File: src/verilog/bws_defs.svh
// Constants for the board watchdog supervisor: register map, field
// positions, timing figures and strap encodings.
// Assumes a 100 MHz system clock and an ISA I/O bus with 10 address bits.
// Operation
// - Watchdog runs only while the permit strap is installed.
// - Control register decodes at 190h, 290h or 390h per base strap.
// - Any reset leaves the watchdog disabled until software enables it.
// - Missed refresh within the timeout emits a processor reset pulse.
// - Timeout 1.6 s default, 100 ms option, or scaled from a capacitor.
// - Bit 3 reads one while battery good, zero while battery low.
// - With NMI routing, power-fail low drives the channel-check line active.
// - Without NMI routing no NMI; software polls the battery bit.
// - Active-low pushbutton input resets the system.
// - Supply-monitor reset has the same effect as a pushbutton reset.
`ifndef BWS_DEFS_SVH
`define BWS_DEFS_SVH

// ----------------------------------------------------------------
// Register map
// ----------------------------------------------------------------
`define BWS_ADDR_W          10
`define BWS_BASE_0          10'h190
`define BWS_BASE_1          10'h290
`define BWS_BASE_2          10'h390
`define BWS_STRAP_BASE_1    2'h1
`define BWS_STRAP_BASE_2    2'h2

// ----------------------------------------------------------------
// Field positions
// ----------------------------------------------------------------
`define BWS_BIT_ENABLE      0
`define BWS_BIT_REFRESH     1
`define BWS_BIT_BATT_GOOD   3
`define BWS_DATA_ZERO       8'h00

// ----------------------------------------------------------------
// Timing
// ----------------------------------------------------------------
`define BWS_CLK_KHZ         100000
`define BWS_TIMEOUT_LONG_MS 1600
`define BWS_TIMEOUT_SHORT_MS 100
`define BWS_CAP_MS_NUM      400
`define BWS_CAP_MS_DEN      47
`define BWS_RST_PULSE_CYC   16

`endif

File: src/verilog/bws_pkg.sv
// Types shared by the board watchdog supervisor modules.
// Assumes bws_defs.svh is on the include path.
`include "bws_defs.svh"

package bws_pkg;

    // ----------------------------------------------------------------
    // Bus request as seen by the register decoder
    // ----------------------------------------------------------------
    typedef struct packed {
        logic [9:0] addr;
        logic       wr;
        logic       rd;
        logic [7:0] wdata;
    } bws_isa_req_t;

    // ----------------------------------------------------------------
    // Software-written control bits
    // ----------------------------------------------------------------
    typedef struct packed {
        logic refresh;
        logic enable;
    } bws_ctrl_t;

    typedef enum logic [2:0] {
        BWS_BUS_IDLE = 3'b001,
        BWS_BUS_WR   = 3'b010,
        BWS_BUS_RD   = 3'b100
    } bws_bus_state_t;

endpackage

File: src/verilog/bws_wdt_timer.sv
// Watchdog timeout counter: counts while running, restarts on request,
// pulses expire for one cycle when the count runs out.
// Assumes run and restart are synchronous to sys_clk.
`timescale 1ns/1ns
`include "bws_defs.svh"

module bws_wdt_timer
    import bws_pkg::*;
#(
    parameter longint unsigned TIMEOUT_CYC = 64'd160000000
) (
    // Clock and reset
    input  wire logic sys_clk,
    input  wire logic rstn,
    // Control
    input  wire logic run,
    input  wire logic restart,
    // Result
    output logic      expire
);

    generate
        if (TIMEOUT_CYC < 64'd2 || TIMEOUT_CYC > 64'hFF_FFFF_FFFF) begin : g_bad
            $error("bws_wdt_timer: timeout count out of range");
        end
    endgenerate

    localparam logic [39:0] LAST = 40'(TIMEOUT_CYC - 64'd1);

    logic [39:0] cnt_reg;
    logic [39:0] cnt_next;
    logic        expire_reg;
    logic        expire_next;

    always_comb begin
        cnt_next    = cnt_reg;
        expire_next = 1'b0;
        if (!run || restart) begin
            cnt_next = '0;
        end else if (cnt_reg == LAST) begin
            // Expiry rearms the count, so expire repeats every timeout while run stays high
            cnt_next    = '0;
            expire_next = 1'b1;
        end else begin
            cnt_next = cnt_reg + 40'd1;
        end
    end

    always_ff @(posedge sys_clk) begin
        if (!rstn) begin
            cnt_reg    <= '0;
            expire_reg <= 1'b0;
        end else begin
            cnt_reg    <= cnt_next;
            expire_reg <= expire_next;
        end
    end

    assign expire = expire_reg;

endmodule

File: src/verilog/bws_reset_merge.sv
// Merges pushbutton, supply-monitor and watchdog reset requests into one
// registered active-low system reset; the watchdog pulse is stretched.
// Assumes all request inputs are synchronous to sys_clk.
`timescale 1ns/1ns
`include "bws_defs.svh"

module bws_reset_merge
    import bws_pkg::*;
#(
    parameter int unsigned PULSE_CYC = `BWS_RST_PULSE_CYC
) (
    // Clock and reset
    input  wire logic sys_clk,
    input  wire logic rstn,
    // Requests
    input  wire logic pushbutton_reset_n,
    input  wire logic supply_reset_n,
    input  wire logic wdt_expire,
    // Result
    output logic      sys_reset_n
);

    generate
        if (PULSE_CYC < 1 || PULSE_CYC > 255) begin : g_bad
            $error("bws_reset_merge: pulse width out of range");
        end
    endgenerate

    logic [7:0] stretch_reg;
    logic [7:0] stretch_next;
    logic       out_reg;
    logic       out_next;

    always_comb begin
        stretch_next = stretch_reg;
        if (wdt_expire) begin
            stretch_next = 8'(PULSE_CYC);
        end else if (stretch_reg != 8'h00) begin
            stretch_next = stretch_reg - 8'h01;
        end
        // Supply monitor request is treated exactly like the button
        out_next = pushbutton_reset_n
                 & supply_reset_n
                 & (stretch_next == 8'h00);
    end

    always_ff @(posedge sys_clk) begin
        if (!rstn) begin
            stretch_reg <= 8'h00;
            out_reg     <= 1'b1;
        end else begin
            stretch_reg <= stretch_next;
            out_reg     <= out_next;
        end
    end

    assign sys_reset_n = out_reg;

endmodule

File: src/verilog/bws_top.sv
// Board watchdog supervisor: ISA I/O control register, strap capture,
// watchdog enable and refresh, battery status and power-fail NMI routing.
// Assumes ISA strobes and straps are synchronous to sys_clk and that
// sys_reset_n is fed back to rstn by the board reset tree.
`timescale 1ns/1ns
`include "bws_defs.svh"

module bws_top
    import bws_pkg::*;
#(
    parameter longint unsigned TIMEOUT_CYC   =
        64'(`BWS_TIMEOUT_LONG_MS) * 64'(`BWS_CLK_KHZ),
    parameter bit              SHORT_TIMEOUT = 1'b0,
    parameter int unsigned     CAP_PF        = 0,
    parameter int unsigned     PULSE_CYC     = `BWS_RST_PULSE_CYC
) (
    // Clock and reset
    input  wire logic       sys_clk,
    input  wire logic       rstn,
    // ISA I/O bus
    input  wire logic [9:0] isa_addr,
    input  wire logic       isa_aen,
    input  wire logic       isa_iow_n,
    input  wire logic       isa_ior_n,
    input  wire logic [7:0] isa_data_i,
    output logic      [7:0] isa_data_o,
    output logic            isa_data_oe,
    // Channel check line, open drain
    output logic            iochk_n_o,
    output logic            iochk_oe,
    // Straps
    input  wire logic       watchdog_permit_strap,
    input  wire logic [1:0] base_select_strap,
    input  wire logic       nmi_route_strap,
    // Supervisor inputs
    input  wire logic       power_fail_indication_n,
    input  wire logic       pushbutton_reset_n,
    input  wire logic       supply_reset_n,
    // System reset and status
    output logic            sys_reset_n,
    output logic            wdt_active
);

    // ----------------------------------------------------------------
    // Timeout selection
    // ----------------------------------------------------------------
    localparam longint unsigned CAP_MS =
        (64'(CAP_PF) * 64'(`BWS_CAP_MS_NUM)) / 64'(`BWS_CAP_MS_DEN);
    localparam longint unsigned SHORT_CYC =
        64'(`BWS_TIMEOUT_SHORT_MS) * 64'(`BWS_CLK_KHZ);
    localparam longint unsigned EFF_CYC =
        (CAP_PF != 0)  ? CAP_MS * 64'(`BWS_CLK_KHZ) :
        SHORT_TIMEOUT  ? SHORT_CYC : TIMEOUT_CYC;

    generate
        if (CAP_PF != 0 && CAP_MS == 64'd0) begin : g_bad_cap
            $error("bws_top: capacitor value gives a zero timeout");
        end
    endgenerate

    // ----------------------------------------------------------------
    // Address decode
    // ----------------------------------------------------------------
    function automatic logic [9:0] base_of(input logic [1:0] strap);
        logic [9:0] b;
        b = `BWS_BASE_0;
        if (strap == `BWS_STRAP_BASE_1) begin
            b = `BWS_BASE_1;
        end else if (strap == `BWS_STRAP_BASE_2) begin
            b = `BWS_BASE_2;
        end
        return b;
    endfunction

    function automatic logic hit(input bws_isa_req_t r, input logic [9:0] base);
        return (r.addr == base);
    endfunction

    // ----------------------------------------------------------------
    // Strap capture
    // ----------------------------------------------------------------
    // Straps are caught while reset is held, so a jumper moved during
    // operation takes effect only at the next reset.
    logic [1:0] base_strap_reg;
    logic [1:0] base_strap_next;
    logic       permit_reg;
    logic       permit_next;
    logic       nmi_route_reg;
    logic       nmi_route_next;

    always_comb begin
        base_strap_next = base_strap_reg;
        permit_next     = permit_reg;
        nmi_route_next  = nmi_route_reg;
        if (!rstn) begin
            base_strap_next = base_select_strap;
            permit_next     = watchdog_permit_strap;
            nmi_route_next  = nmi_route_strap;
        end
    end

    always_ff @(posedge sys_clk) begin
        base_strap_reg <= base_strap_next;
        permit_reg     <= permit_next;
        nmi_route_reg  <= nmi_route_next;
    end

    // ----------------------------------------------------------------
    // Bus request and strobe state
    // ----------------------------------------------------------------
    bws_isa_req_t   req;
    bws_bus_state_t bus_state_reg;
    bws_bus_state_t bus_state_next;
    logic           sel;
    logic           wr_take;
    logic           rd_take;

    always_comb begin
        req.addr  = isa_addr;
        req.wr    = ~isa_iow_n & ~isa_aen;
        req.rd    = ~isa_ior_n & ~isa_aen;
        req.wdata = isa_data_i;
    end

    assign sel = hit(req, base_of(base_strap_reg));

    // Act once per strobe even though ISA strobes last many clocks
    always_comb begin
        bus_state_next = bus_state_reg;
        wr_take        = 1'b0;
        rd_take        = 1'b0;
        unique case (bus_state_reg)
            BWS_BUS_IDLE: begin
                if (req.wr && sel) begin
                    bus_state_next = BWS_BUS_WR;
                    wr_take        = 1'b1;
                end else if (req.rd && sel) begin
                    bus_state_next = BWS_BUS_RD;
                    rd_take        = 1'b1;
                end
            end
            BWS_BUS_WR: begin
                if (!req.wr) begin
                    bus_state_next = BWS_BUS_IDLE;
                end
            end
            BWS_BUS_RD: begin
                if (!req.rd) begin
                    bus_state_next = BWS_BUS_IDLE;
                end
            end
            default: begin
                bus_state_next = BWS_BUS_IDLE;
            end
        endcase
    end

    always_ff @(posedge sys_clk) begin
        if (!rstn) begin
            bus_state_reg <= BWS_BUS_IDLE;
        end else begin
            bus_state_reg <= bus_state_next;
        end
    end

    // ----------------------------------------------------------------
    // Control register
    // ----------------------------------------------------------------
    bws_ctrl_t ctrl_reg;
    bws_ctrl_t ctrl_next;
    logic      refresh_hit;
    logic      wdt_run;
    logic      wdt_expire;
    logic      sys_rst_int;

    always_comb begin
        ctrl_next   = ctrl_reg;
        refresh_hit = 1'b0;
        if (!sys_rst_int) begin
            // Our own reset pulse also clears the enable at once
            ctrl_next = '0;
        end else if (wr_take) begin
            ctrl_next.enable  = req.wdata[`BWS_BIT_ENABLE];
            ctrl_next.refresh = req.wdata[`BWS_BIT_REFRESH];
            // Only a change of the refresh bit counts as a refresh
            refresh_hit = (req.wdata[`BWS_BIT_REFRESH] != ctrl_reg.refresh);
        end
    end

    always_ff @(posedge sys_clk) begin
        if (!rstn) begin
            ctrl_reg <= '0;
        end else begin
            ctrl_reg <= ctrl_next;
        end
    end

    // Permit strap gates the enable in hardware
    assign wdt_run = ctrl_reg.enable & permit_reg;

    // ----------------------------------------------------------------
    // Watchdog timer and reset merge
    // ----------------------------------------------------------------
    bws_wdt_timer #(
        .TIMEOUT_CYC (EFF_CYC)
    ) u_timer (
        .sys_clk (sys_clk),
        .rstn    (rstn),
        .run     (wdt_run),
        .restart (refresh_hit),
        .expire  (wdt_expire)
    );

    bws_reset_merge #(
        .PULSE_CYC (PULSE_CYC)
    ) u_merge (
        .sys_clk            (sys_clk),
        .rstn               (rstn),
        .pushbutton_reset_n (pushbutton_reset_n),
        .supply_reset_n     (supply_reset_n),
        .wdt_expire         (wdt_expire),
        .sys_reset_n        (sys_rst_int)
    );

    assign sys_reset_n = sys_rst_int;

    // ----------------------------------------------------------------
    // Battery status, read data and NMI routing
    // ----------------------------------------------------------------
    logic [7:0] rdata_reg;
    logic [7:0] rdata_next;
    logic       oe_reg;
    logic       oe_next;
    logic       chk_reg;
    logic       chk_next;
    logic       active_reg;
    logic       active_next;

    always_comb begin
        rdata_next = rdata_reg;
        oe_next    = (bus_state_next == BWS_BUS_RD);
        if (rd_take) begin
            rdata_next = `BWS_DATA_ZERO;
            // Control bits read back for diagnostics; software keeps a shadow
            rdata_next[`BWS_BIT_ENABLE]    = ctrl_reg.enable;
            rdata_next[`BWS_BIT_REFRESH]   = ctrl_reg.refresh;
            rdata_next[`BWS_BIT_BATT_GOOD] = power_fail_indication_n;
        end else if (!oe_next) begin
            rdata_next = `BWS_DATA_ZERO;
        end
        // Level, held while power-fail stays low
        chk_next    = nmi_route_reg & ~power_fail_indication_n;
        active_next = wdt_run;
    end

    always_ff @(posedge sys_clk) begin
        if (!rstn) begin
            rdata_reg  <= `BWS_DATA_ZERO;
            oe_reg     <= 1'b0;
            chk_reg    <= 1'b0;
            active_reg <= 1'b0;
        end else begin
            rdata_reg  <= rdata_next;
            oe_reg     <= oe_next;
            chk_reg    <= chk_next;
            active_reg <= active_next;
        end
    end

    assign isa_data_o  = rdata_reg;
    assign isa_data_oe = oe_reg;
    assign iochk_n_o   = 1'b0;
    assign iochk_oe    = chk_reg;
    assign wdt_active  = active_reg;

endmodule

File: config.mk
export PLATFORM = sky130hd
export DESIGN_NAME = bws_top
export DESIGN_NICKNAME = d
export VERILOG_FILES = /design/src/verilog/bws_pkg.sv /design/src/verilog/bws_wdt_timer.sv /design/src/verilog/bws_reset_merge.sv /design/src/verilog/bws_top.sv
export VERILOG_INCLUDE_DIRS = /design/src /design/src/verilog
export SDC_FILE = /design/constraint.sdc
export NUM_CORES = 1
export LEC_CHECK = 0
export ABC_AREA = 1
export BUFFER_PORTS_ARGS = -buffer_cell sky130_fd_sc_hd__buf_2
export CAP_MARGIN = 10
export CORE_ASPECT_RATIO = 0.8
export CORE_MARGIN = 2
export CORE_UTILIZATION = 36
export CTS_BUF_LIST = sky130_fd_sc_hd__clkbuf_8
export CTS_CLUSTER_SIZE = 25
export DETAILED_ROUTE_END_ITERATION = 10
export PLACE_DENSITY = 0.53
export SKIP_CTS_REPAIR_TIMING = 1
export SLEW_MARGIN = 15
export SYNTH_ARGS = -nofsm -noshare
export SYNTH_HDL_FRONTEND = slang
export SYNTH_SLANG_ARGS = --single-unit
File: constraint.sdc
create_clock -name sys_clk -period 2 [get_ports sys_clk]
set_clock_uncertainty 0.05 [all_clocks]
set_input_delay 0.1 -clock sys_clk [delete_from_list [all_inputs] [get_ports sys_clk]]
set_output_delay 0.1 -clock sys_clk [all_outputs]
set_load 0.03 [all_outputs]
# == Word level (Yosys, flattened, before mapping) ==
# Cells that the tools add are included.
# Widths: inputs -> output; s select.
# word_totals
reg_bits,65
latchBits,0
ramBits,0
romBits,0
inputBits,30
output_inout_bits,13
wordCells,65
n_memories,0
# op_classes
n_addsub,2
n_mul,0
div_mod_pow,0
order_cmp,0
eq_ne,10
n_shift,0
n_mux,19
bitwise_logic,11
n_reduce_logical,9
# op_table
op,count
$add 40x1->40 const B,1
$eq 40x28->1 const B,1
$mux 10,2
$mux 8,2
$mux 3,4
$eq 10x10->1,1
$pmux 3 s3,1
$logic_not 8->1,1
$mux 1,8
$mux 4,2
$reduce_bool 8->1,1
$sub 8x1->8 const B,1
$and 1x1->1,6
$eq 3x3->1 const B,2
$not 1->1,5
$eq 3x1->1 const B,1
$eq 3x2->1 const B,1
$reduce_or 3->1,1
$eq 2x1->1 const B,1
$eq 2x2->1 const B,1
$logic_and 1x1->1,2
$ne 2x2->1 const B,1
$reduce_and 2->1,1
$reduce_or 2->1,1
other kinds (3),3

# == Logic depth before layout (Yosys ltp) ==
# logic_depth
depth_word,11
mapped_depth,11
mapped_depth_nobuf,11

# == By module ==
# From an unflattened synthesis, not the netlist that was laid out.
# unflattened
cells_unflattened,574
area_unflattened_um2,3842.4
# modules_own_cells
module,n_inst,cells_per_inst,area_each_um2,seq_area_each_um2
bws_wdt_timer,1,372,2406.1,820.8
bws_top,1,118,863.3,340.3
bws_reset_merge,1,84,573.0,180.2

# == Worst setup path after synthesis ==
# OpenSTA, ideal clock, no wires.
# synth_path
kind,register to register
start,register base_strap_reg[0]
end,register u_timer.cnt_reg[0]
setup_ps,123
t_arrival_ps,1475
required_time_ps,1827
path_slack_ps,353
path_stages_with_launch,10
n_path_buf,1
synth_period_minus_slack_ps,1647
path_cell_list,edfxtp_1 > ha_1 > nor2_1 > a21oi_1 > nand2_1 > nor2_1 > nand4_1 > nand3_2 > buf_6 > nor2_1
# synth_between
elab_chain_len,11
word_cells_on_any_way,12
cone_classes,3 x eq/ne; 6 x mux; 3 x reduce/logical
# synth_lines
item,line,source
"start, declared",bws_top.sv:84,logic [1:0] base_strap_reg;
"start signal, assigned",bws_top.sv:103,base_strap_reg <= base_strap_next;
$eq 2x2->1 (no source line),--,
$mux 10,bws_top.sv:69,end else if (strap == `BWS_STRAP_BASE_2) begin
$mux 10 (*),bws_top.sv:67,if (strap == `BWS_STRAP_BASE_1) begin
$eq 10x10->1 (*),bws_top.sv:76,return (r.addr == base);
$logic_and 1x1->1 (*),bws_top.sv:134,if (req.wr && sel) begin
$mux 1 (*),bws_top.sv:134,
$mux 1 (*),bws_top.sv:132,unique case (bus_state_reg)
$mux 1 (*),bws_top.sv:182,end else if (wr_take) begin
$mux 1 (*),bws_top.sv:179,if (!sys_rst_int) begin
$logic_or 1x1->1 (*),bws_wdt_timer.sv:38,if (!run || restart) begin
$reduce_or 3->1 (no source line) (*),--,
"end signal, assigned",bws_wdt_timer.sv:54,cnt_reg <= cnt_next;
"end, declared",bws_wdt_timer.sv:30,logic [39:0] cnt_reg;
# Mark *: on every way between the ends. The rest lies on a longest branch, timed or not.
# A chain may end at the register's enable or synchronous reset.

# == Worst setup path in the final report ==
# layout_path
start,register base_strap_reg[0]
end,register u_timer.cnt_reg[36]
# Same word-level chain as after synthesis.

==> flow_summary.toml <==
[grt]
grt-ovfl-total = 0
antenna_found_initial = 0
top_usage_layer = "met1"
grt_util_met3 = 0.0520
grt_pass1_vias = 3043
use_met2 = 0.242
grt_max_degree = 41
track_usage = 0.171
grt_pass1_wl_um = 14400
use_met1 = 0.253

[drt]
via_count = 3407
routed_via_density = 4.55
first_pass_iters = 4
drt_iter0_drc = 209
drcViolationCount = 0
final_antenna_net_count = 0
wl_um = 8690
wl_per_cell_um = 11.6

[pwr]
switching_share = 0.350
p_int_mw = 2.14
vdd_ir_drop_max_mv = 0.460
p_leak_nw = 1.56
p_clk_frac = 0.304
seq_power_share = 0.445
power_switching_mw = 1.15
p_per_area_mw_per_mm2 = 778
finalPower_mw = 3.28
comb_power_share = 0.251

[sta]
grt_setup_unrepaired = "no"
slew_headroom = 0.581
setup_violations = 0
timing.hold.ws_ps = -13.4
worstMarginPinSlew_ps = 628
hold_viol_final = 1
fin_crit_sh = 0.899
setup_slack_ps = 203
fmax_ghz = 0.556
layout_min_cycle_time_ps = 1800
fin_setup_tns_ps = 0
drv_slew = 0

[critical_path]
critPathMaxStageDelay_ps = 370
cp_cell_sequence = "ha_1 -> nor2_1 -> a21oi_1 -> nand2_1 -> nor2_1 -> nand4_1 -> nand3_2 -> buf_12 -> nor2_1"
path_max_fanout = 40
crit_slowest_cell = "edfxtp_1"
worst_ep_arrival_time_ps = 2000
worst_setup_path_start_kind = "register"
path_buf_inv = 1
critPathRequiredTime_ps = 2200
r2r_cells = 9
cpMostUsedCell = "nor2_1"
r2r_end = "u_timer.cnt_reg[36]$_SDFF_PP0_"
critical-path-top-delay-family = "simple AND/OR/NAND/NOR gates"
critPathCaptureType = "register"
regToRegSetupSlack_ps = 200
critPathKind = "register to register"
r2r_start = "base_strap_reg[0]$_DFFE_PN_"

[layout]
nets = 642
final_cells = 749
area_growth_pct = 14.6
final_layout_size_suffix_gt1_frac = 0.129
diodes = 0
utilization = 0.430
largest_reg_flops = 40

[place]
port_buffers = 30
dp_slack_ps = 193
place_congestion = 0.929
hpwl_um = 6660
dp_cells = 725

[yosys]
ys_seq_area_frac = 0.364
syn_area_per_cell_um2 = 6.56
synthCells = 561
synth_cell_type_count = 27
ys_ff_latch = 65
syn_area_mm2 = 0.00368
yosys_warnings = 0

[floorplan]
rows = 32
coreArea_mm2 = 0.00981
die_area_mm2 = 0.0111
fp.dieH_um = 94.4
start_util = 0.375
die_width_um = 117
io_pins = 43

[cts]
cts_buffers = 9
cts.sinks = 65
cts_max_path_buffers = 2
clockRootBuffer = "clkbuf_8"
tritoncts = "done"
htreeDepth = 3
clock_latency_ps = 350
clkTransAtPathRegs_ps = 80

[status]
status = "finished with violations"
violations = "negative hold slack"

[min_path]
holdCritPathClass = "input pin to register"
holdPathEnd = "ctrl_reg[1]$_SDFFE_PN0N_"
min_from = "isa_data_i[1]"
holdPathStages = 3

[job]
cap_violations = 0
## cells in the final DEF (no fill, tap or decap), types with 10 or more instances in the layout
master / netlist / layout
nand3_1: 28 / 28
buf_2: 0 / 30
xor2_1: 16 / 16
dfxtp_1: 61 / 61
inv_1: 68 / 68
a21oi_1: 10 / 10
nor3_1: 16 / 16
nor2_1: 129 / 129
nand2_1: 150 / 150
nand4_1: 14 / 14
## worst max-delay path by stage
| stage | from | endpoint | slack, ps | depth (start not counted) |
|---|---|---|---|---|
| 2_1_floorplan | base_strap_reg[0]$_DFFE_PN_ | u_timer.cnt_reg[0]$_SDFF_PP0_ | 350 | 9 |
| 3_3_place_gp | base_strap_reg[0]$_DFFE_PN_ | u_timer.cnt_reg[33]$_SDFF_PP0_ | 210 | 9 |
| 3_5_place_dp | base_strap_reg[0]$_DFFE_PN_ | u_timer.cnt_reg[20]$_SDFF_PP0_ | 190 | 9 |
| 4_1_cts | base_strap_reg[0]$_DFFE_PN_ | u_timer.cnt_reg[33]$_SDFF_PP0_ | 180 | 9 |
| 5_1_grt | u_timer.cnt_reg[14]$_SDFF_PP0_ | u_timer.cnt_reg[33]$_SDFF_PP0_ | 5 | 9 |
| 6_report | base_strap_reg[0]$_DFFE_PN_ | u_timer.cnt_reg[36]$_SDFF_PP0_ | 200 | 9 |
## power by group through the flow
stage | clock network [mW] | registers (mW) | logic [mW]
final | 0.998 | 1.46 | 0.825
after global routing | 1.10 | 1.47 | 0.954
after CTS | 1.04 | 1.46 | 0.814
after detailed placement | 0 | 1.49 | 0.810
after global placement | 0 | 1.49 | 0.813
after floorplan | 0 | 1.48 | 0.654
## logic make-up (layout without fill, tap and decap cells)
kind of cell,Yosys count,after routing,share of synthesized area
other cells,1,6,0.00102
compound gates,15,15,0.0211
buf+inv,84,131,0.0999
xor+xnor,21,21,0.0500
fa+ha+maj,4,4,0.0136
simple gates,371,371,0.450
flops,65,65,0.364
## layout make-up
type | instances | area (µm²)
multi-input cells | 417 | 1990
fillers | 1068 | 5590
flip-flops and latches | 65 | 1340
inverters | 73 | 274
well taps | 136 | 170
repair buffers | 42 | 273
clock buffers | 9 | 124
clock inverters | 7 | 46.3
## synth_stat cells, drive strengths merged
master  instances  area share
a21oi          10       0.014
buf            11       0.025
conb            1      0.0010
dfxtp          61        0.33
edfxtp          4       0.033
ha              4       0.014
inv            73       0.074
nand2         155        0.16
nand3          33       0.056
nand3b          8       0.016
nand4          14       0.024
nor2          143        0.17
nor3           17       0.024
nor3b           1      0.0020
o211ai          1      0.0020
o21ai           4      0.0054
xnor2           5       0.012
xor2           16       0.038
## tightest hold or removal path, stage by stage
cell	delay (ps)
buf_2	90
o21ai_0	80
nor2_1	80
## per-stage QoR
step / cell area [µm²] / hold WS [ps]
final: 4220 / -13.4
after global routing: 4220 / 29.0
after CTS: 4140 / -154
after detailed placement: 3970 / 230
after global placement: 3970 / 228
after floorplan: 3700 / 119
## per-layer routing
| metal | part of all wire | vias up |
|---|---|---|
| met2 | 0.40 | 81 |
| met4 | 0.0087 | 0 |
| met5 | 0 | - |
| met1 | 0.52 | 1500 |
| met3 | 0.071 | 8 |
| li1 | - | 1818 |
No activity file was read; power rests on OpenSTA's default activity.
